File: config.mk
export PLATFORM = sky130hd
export DESIGN_NAME = interrupt_priority_resolver
export DESIGN_NICKNAME = d
export VERILOG_FILES = /design/src/pkg/irq_prio_pkg.sv /design/src/hw/interrupt_priority_resolver.sv /design/src/hw/irq_level_rank.sv
export SDC_FILE = /design/constraint.sdc
export NUM_CORES = 1
export LEC_CHECK = 0
export BUFFER_PORTS_ARGS = -buffer_cell sky130_fd_sc_hd__buf_4
export CORE_ASPECT_RATIO = 0.5
export CORE_MARGIN = 2
export CORE_UTILIZATION = 40
export CTS_CLUSTER_SIZE = 16
export DETAILED_ROUTE_END_ITERATION = 6
export HOLD_SLACK_MARGIN = 0.03
export PLACE_DENSITY = 0.72
export SETUP_SLACK_MARGIN = 0.02
export SKIP_CTS_REPAIR_TIMING = 1
export SLEW_MARGIN = 30
export SYNTH_ARGS = -nofsm -noshare
export SYNTH_HDL_FRONTEND = slang
export SYNTH_SLANG_ARGS = --single-unit
File: constraint.sdc
create_clock -name core_clk -period 33.8 [get_ports core_clk]
set_input_delay 6.76 -clock core_clk [delete_from_list [all_inputs] [get_ports core_clk]]
set_output_delay 6.76 -clock core_clk [all_outputs]
set_load 0.02 [all_outputs]
File: src/pkg/irq_prio_pkg.sv
package irq_prio_pkg;

  // ==========================================================================
  // Sizes
  localparam int NUM_SRC = 11;
  localparam int NUM_GRP = 6;
  localparam int LVL_W   = 2;
  localparam int NUM_LVL = 4;
  localparam int SRC_W   = 4;
  localparam int VEC_W   = 16;
  localparam int SFR_AW  = 8;
  localparam int SFR_DW  = 8;

  // ==========================================================================
  // Register map
  localparam logic [SFR_AW-1:0]  PRIO_LOW_ADDR  = 8'hA9;
  localparam logic [SFR_AW-1:0]  PRIO_HIGH_ADDR = 8'hB9;
  localparam logic [NUM_GRP-1:0] PRIO_RESET     = 6'h00;
  localparam logic [SFR_DW-1:0]  SFR_IDLE_DATA  = 8'h00;

  // ==========================================================================
  // Sources, in polling order; group of a source is its index halved
  localparam int SRC_EXT0 = 0;
  localparam int SRC_SER1 = 1;
  localparam int SRC_TMR0 = 2;
  localparam int SRC_EXT2 = 3;
  localparam int SRC_EXT1 = 4;
  localparam int SRC_EXT3 = 5;
  localparam int SRC_TMR1 = 6;
  localparam int SRC_EXT4 = 7;
  localparam int SRC_SER0 = 8;
  localparam int SRC_EXT5 = 9;
  localparam int SRC_EXT6 = 10;

  // Serial channels are level requests, never held or cleared here
  localparam logic [NUM_SRC-1:0] SERIAL_MASK = 11'h102;
  localparam logic [NUM_SRC-1:0] FLAG_RESET  = 11'h000;
  localparam logic [NUM_LVL-1:0] SVC_RESET   = 4'h0;

  typedef logic [VEC_W-1:0] vec_t;
  localparam vec_t VEC_TABLE [NUM_SRC] = '{
    16'h0003, 16'h0083, 16'h000B, 16'h004B, 16'h0013, 16'h0053,
    16'h001B, 16'h005B, 16'h0023, 16'h0063, 16'h006B};

  // ==========================================================================
  // Carriers
  typedef struct packed {
    logic [SFR_AW-1:0] addr;
    logic              wr;
    logic              rd;
    logic [SFR_DW-1:0] wdata;
  } sfr_bus_s;

  typedef struct packed {
    logic             valid;
    logic [SRC_W-1:0] src;
    logic [LVL_W-1:0] level;
    logic [VEC_W-1:0] addr;
  } vec_req_s;

  typedef struct packed {
    logic [NUM_GRP-1:0] prioLow;
    logic [NUM_GRP-1:0] prioHigh;
    logic [NUM_SRC-1:0] flags;
    logic [NUM_LVL-1:0] inService;
    vec_req_s           req;
    logic [SFR_DW-1:0]  rdata;
  } state_s;

endpackage

File: src/hw/interrupt_priority_resolver.sv
`timescale 1ns/100ps
module interrupt_priority_resolver (
  // Clock and reset
  input  wire logic                                core_clk,
  input  wire logic                                rst_n,
  input  wire logic                                clkEn,
  // Special function register port
  input  wire irq_prio_pkg::sfr_bus_s              sfrBus,
  output logic [irq_prio_pkg::SFR_DW-1:0]          sfrRdata,
  // Request sources
  input  wire logic [irq_prio_pkg::NUM_SRC-1:0]    srcSet,
  input  wire logic [irq_prio_pkg::NUM_SRC-1:0]    srcEnable,
  input  wire logic                                globalEnable,
  input  wire logic [irq_prio_pkg::NUM_SRC-1:0]    flagClear,
  // Processor core vectoring
  input  wire logic                                vectorAck,
  input  wire logic                                retiDone,
  output irq_prio_pkg::vec_req_s                   vecReq,
  // Status
  output logic [irq_prio_pkg::NUM_SRC-1:0]         requestFlags,
  output logic [irq_prio_pkg::NUM_LVL-1:0]         inServiceLevels
);

  localparam int NS = irq_prio_pkg::NUM_SRC;
  localparam int NL = irq_prio_pkg::NUM_LVL;
  localparam int LW = irq_prio_pkg::LVL_W;

  irq_prio_pkg::state_s stReg;
  irq_prio_pkg::state_s stNext;

  logic          ack;
  logic [NS-1:0] ackMask;
  logic [NS-1:0] flagsNext;
  logic [NL-1:0] svcAfterReti;
  logic [NL-1:0] svcNext;
  logic          busy;
  logic [LW-1:0] busyLevel;
  logic [NS-1:0] pendNext;
  logic [NS-1:0] cand;
  logic [LW-1:0] candLvl [NS];

  // ==========================================================================
  // Flags and service levels for the coming cycle
  assign ack     = clkEn && vectorAck && stReg.req.valid;
  assign ackMask = ack ? (NS'(1) << stReg.req.src) : '0;

  // Set wins over clear; serial bits are never held
  assign flagsNext = (stReg.flags & ~(flagClear | ackMask))
                   | (srcSet & ~irq_prio_pkg::SERIAL_MASK);
  assign pendNext  = flagsNext | (srcSet & irq_prio_pkg::SERIAL_MASK);

  always_comb begin
    svcAfterReti = stReg.inService;
    if (retiDone) begin
      for (int l = 0; l < NL; l++) begin
        if (stReg.inService[l] && ((stReg.inService >> (l + 1)) == '0)) begin
          svcAfterReti[l] = 1'b0;
        end
      end
    end
  end

  always_comb begin
    svcNext = svcAfterReti;
    if (ack) begin
      svcNext[stReg.req.level] = 1'b1;
    end
    busy      = |svcNext;
    busyLevel = '0;
    for (int l = 0; l < NL; l++) begin
      if (svcNext[l]) begin
        busyLevel = LW'(l);
      end
    end
  end

  // ==========================================================================
  // One level stage per source
  generate
    for (genvar i = 0; i < NS; i++) begin : gRank
      irq_level_rank #(.LVL_W(LW)) uRank (
        .pending   (pendNext[i]),
        .enabled   (srcEnable[i] && globalEnable),
        .lowBit    (stReg.prioLow[i / 2]),
        .highBit   (stReg.prioHigh[i / 2]),
        .busy      (busy),
        .busyLevel (busyLevel),
        .cand      (cand[i]),
        .level     (candLvl[i])
      );
    end
  endgenerate

  // ==========================================================================
  // Next state
  always_comb begin
    logic                                found;
    logic [irq_prio_pkg::SRC_W-1:0]      bestIdx;
    logic [LW-1:0]                       bestLvl;
    found   = 1'b0;
    bestIdx = '0;
    bestLvl = '0;
    stNext  = stReg;
    // Strictly greater keeps the earliest source among equals
    for (int i = 0; i < NS; i++) begin
      if (cand[i] && (!found || (candLvl[i] > bestLvl))) begin
        found   = 1'b1;
        bestIdx = irq_prio_pkg::SRC_W'(i);
        bestLvl = candLvl[i];
      end
    end
    if (clkEn) begin
      if (sfrBus.wr && (sfrBus.addr == irq_prio_pkg::PRIO_LOW_ADDR)) begin
        stNext.prioLow = sfrBus.wdata[irq_prio_pkg::NUM_GRP-1:0];
      end
      if (sfrBus.wr && (sfrBus.addr == irq_prio_pkg::PRIO_HIGH_ADDR)) begin
        stNext.prioHigh = sfrBus.wdata[irq_prio_pkg::NUM_GRP-1:0];
      end
      // Unused top bits and other addresses read as zero
      stNext.rdata = irq_prio_pkg::SFR_IDLE_DATA;
      if (sfrBus.rd) begin
        case (sfrBus.addr)
          irq_prio_pkg::PRIO_LOW_ADDR: begin
            stNext.rdata = irq_prio_pkg::SFR_DW'(stReg.prioLow);
          end
          irq_prio_pkg::PRIO_HIGH_ADDR: begin
            stNext.rdata = irq_prio_pkg::SFR_DW'(stReg.prioHigh);
          end
          default: begin
            stNext.rdata = irq_prio_pkg::SFR_IDLE_DATA;
          end
        endcase
      end
      stNext.flags     = flagsNext;
      stNext.inService = svcNext;
      stNext.req.valid = found;
      stNext.req.src   = bestIdx;
      stNext.req.level = bestLvl;
      stNext.req.addr  = irq_prio_pkg::VEC_TABLE[bestIdx];
    end
  end

  always_ff @(posedge core_clk or negedge rst_n) begin
    if (!rst_n) begin
      stReg.prioLow   <= irq_prio_pkg::PRIO_RESET;
      stReg.prioHigh  <= irq_prio_pkg::PRIO_RESET;
      stReg.flags     <= irq_prio_pkg::FLAG_RESET;
      stReg.inService <= irq_prio_pkg::SVC_RESET;
      stReg.req       <= '0;
      stReg.rdata     <= irq_prio_pkg::SFR_IDLE_DATA;
    end else begin
      stReg <= stNext;
    end
  end

  assign sfrRdata        = stReg.rdata;
  assign vecReq          = stReg.req;
  assign requestFlags    = stReg.flags;
  assign inServiceLevels = stReg.inService;
endmodule

File: src/hw/irq_level_rank.sv
`timescale 1ns/100ps
module irq_level_rank #(
  parameter int LVL_W = 2
) (
  // Source
  input  wire logic             pending,
  input  wire logic             enabled,
  // Group priority bits
  input  wire logic             lowBit,
  input  wire logic             highBit,
  // Running service level
  input  wire logic             busy,
  input  wire logic [LVL_W-1:0] busyLevel,
  // Result
  output logic                  cand,
  output logic [LVL_W-1:0]      level
);

  always_comb begin
    level = LVL_W'({highBit, lowBit});
    // Only a strictly higher level may interrupt a running routine
    cand  = pending && enabled && (!busy || (level > busyLevel));
  end

endmodule

==> flow_metrics.tcl <==
set metrics [dict create \
    outcome "complete, no violations" \
    synth_xor_area_share_pct 0 \
    synth_fa_ha_area_share_pct 9.18 \
    synth_ff_type "dfrtp_1" \
    worstSetupPathType "primary input to flip-flop" \
    totalWireLength_mm 9.94 \
    p_total_mw 0.221 \
    cts_buffers 5 \
    crit_top_cell "ha_1" \
    min_period_ns 20.92 \
    drc 0 \
    first_iter_violations 287 \
    hold_path.class "flip-flop to flip-flop" \
    p_leak_nw 2.13 \
    areaGrowthSynthToFinish_pct 23.9 \
    postLayoutCoreUtil_pct 51.2 \
    clock_skew_ns 0.00763 \
    start_kind "primary input" \
    post-dp-hpwl_mm 7.65 \
    cts.sinks 44 \
    cts_tree "built" \
    dieArea_um2 9810 \
    clk_pin_slew_worst_paths_ns 0.06 \
    cp_slowest_stage_delay_ns 0.68 \
    yosysWarningCount 0 \
    synth.ff_latch_count 44 \
    synth.largest_area_cell "dfrtp_1" \
    arrival_ns 21.12 \
    drive_gt1_share_pct 27.7 \
    num_antenna_cells 0 \
    synth_top_family_by_area "compound AO/OA/AOI/OAI gates" \
    htreeDepth 2 \
    viasPerCell 5.57 \
    fillers 849 \
    firstDrtPassIters 5 \
    cp-end-kind "flip-flop" \
    antenna_left 0 \
    cts_root_buffer "clkbuf_16" \
    yosys.area_share.simple_pct 19.5 \
    dr_total_vias 3406 \
    async_reset_ff_share_pct 100 \
    pwr_density_cell_nw_per_um2 49.7 \
    yosysTopAreaCellShare_pct 30.6 \
    nNetsFinal 575 \
    drv_cap 0 \
    synth.distinct_cells 80 \
    synth_compound_area_share_pct 27.8 \
    critPathRequiredTime_ns 34.00 \
    peakVddDrop_mv 0.0248 \
    muxShareOfSynthArea_pct 5.36 \
    path_max_fanout 35 \
    cpMaxStageDelayCell "a21oi_1" \
    dpl_cell_area_um2 4290 \
    slew_headroom_pct 39.4 \
    ys_top_cells_by_area "dfrtp_1, ha_1, o21ai_0, nand2_1, a21oi_1" \
    die_h_um 71.1 \
    setup_viol 0 \
    grt_util_all_layers_pct 20.3 \
    slew_violations 0 \
    synth_edf_count 0 \
    grt_pass1_vias 3182 \
    clockBufferDepth 2 \
    num_rows 24 \
    grt_setup_unrepaired "false" \
    max_freq_ghz 0.0478 \
    grt_pass1_wl_mm 16.0 \
    grt_max_degree 45 \
    portBuffers 89 \
    fin_area_um2 4460 \
    gp_congestion 0.889 \
    routedWlPerCell_um 16.2 \
    io_pins 103 \
    fin_setup_tns_ns 0 \
    initial_utilization_pct 41.3 \
    post-route-period-util_pct 61.9 \
    postSynthAreaPerCell_um2 8.73 \
    insertion_delay_ns 0.30 \
    netlist_area_um2 3600 \
    grt-ovfl-total 0 \
    ys_seq_area_share_pct 30.6 \
    syn_inst 412 \
    dieWidth_um 138 \
    coreArea_um2 8710 \
    final_hold_viol_count 0 \
    tightest_slew_ns 0.899 \
    antenna_found_initial 0 \
]
## cell usage after synthesis (all sizes together), types with 3 or more instances
cell     number
nand2        48
a31o          3
a2bb2oi       3
o31ai         5
nor3          3
a21oi        28
a211oi        5
inv          26
a21boi        3
nor2         33
clkbuf        7
mux2i         8
and3          6
o22ai         4
a22o          5
nor2b         6
maj3          3
a32oi         4
o21ai        41
mux2         10
dfrtp        44
nand2b        3
or3           4
o2bb2ai       6
a32o          3
or2           4
nand3         7
ha           24
buf          18
## kinds of logic (layout without fill, tap and decap cells)
family / Yosys count / in the layout
AOI/OAI and AO/OA: 137 / 137
and+or+nand+nor: 133 / 133
buffers and inverters: 52 / 125
DFF: 44 / 44
adders and majority gates: 27 / 27
muxes: 18 / 18
other: 1 / 11
## registers in the layout, summed over array words and instances, names as in the netlist
register,cells
sfrRdata,6
inServiceLevels,4
vecReq,11
stReg,12
requestFlags,11
## per-layer routing
layer	up-vias	routed length, um	track usage [%]
li1	1663	-	-
met1	1603	4990	30.1
met2	132	4030	29.9
met3	8	821	5.21
met4	0	92	4.65
met5	-	0	0
## cells in the final DEF, fill, tap and decap left out, types with 10 or more instances in the layout
master   instances
nor2_1          32
conb_1          11
mux2_2          10
a21oi_1         27
inv_1           26
ha_1            24
nand2_1         48
buf_4           90
o21ai_0         38
dfrtp_1         44
## power by group
| group | internal [mW] | switching, mW | total (mW) | leakage, nW |
|---|---|---|---|---|
| clock network | 0.0348 | 0.0207 | 0.0555 | 0.0808 |
| logic | 0.0408 | 0.0556 | 0.0963 | 1.52 |
| registers | 0.0593 | 0.0101 | 0.0694 | 0.533 |
| total | 0.135 | 0.0864 | 0.221 | 2.13 |
## cell type report
cell class	count	area (um2)	share of cell area (%)
clock buffer	6	129	2.89
clock inverter	2	35.0	0.786
inverter	27	101	2.27
multi-input combinational	326	2270	50.9
sequential	44	1100	24.7
tap	117	146	3.29
timing repair buffer	90	676	15.2
## per-stage QoR
stage                     hold WS [ns]  setup WS (ns)  instances
final                            0.490          12.88        612
after detailed placement         0.475          12.89        604
after global routing             0.519          11.93        612
after global placement           0.479          13.11        604
after floorplan                  0.518          14.71        422
after CTS                        0.496          13.09        612
## critical path, delay by kind of cell
kind	cells	cell delay (ns)
AOI/OAI and AO/OA	25	5.65
adders and majority gates	11	3.30
buffers and inverters	2	0.29
muxes	4	1.20
and+or+nand+nor	22	3.91
## worst paths after layout
check,from,endpoint,slack (ns),depth (start not counted)
max in group asynchronous,rst_n,requestFlags[6]$_DFFE_PN0P_,26.94,1
hold / removal,sfrRdata[2]$_DFFE_PN0P_,sfrRdata[2]$_DFFE_PN0P_,0.49,1
setup reg to reg,vecReq[22]$_DFFE_PN0P_,vecReq[7]$_DFFE_PN0P_,19.12,63
min in group asynchronous,rst_n,stReg[51]$_DFFE_PN0P_,6.47,1
setup / recovery,clkEn,vecReq[7]$_DFFE_PN0P_,12.88,64
hold reg to reg,sfrRdata[2]$_DFFE_PN0P_,sfrRdata[2]$_DFFE_PN0P_,0.49,1
Note: power is estimated with default switching activity, not from simulation.
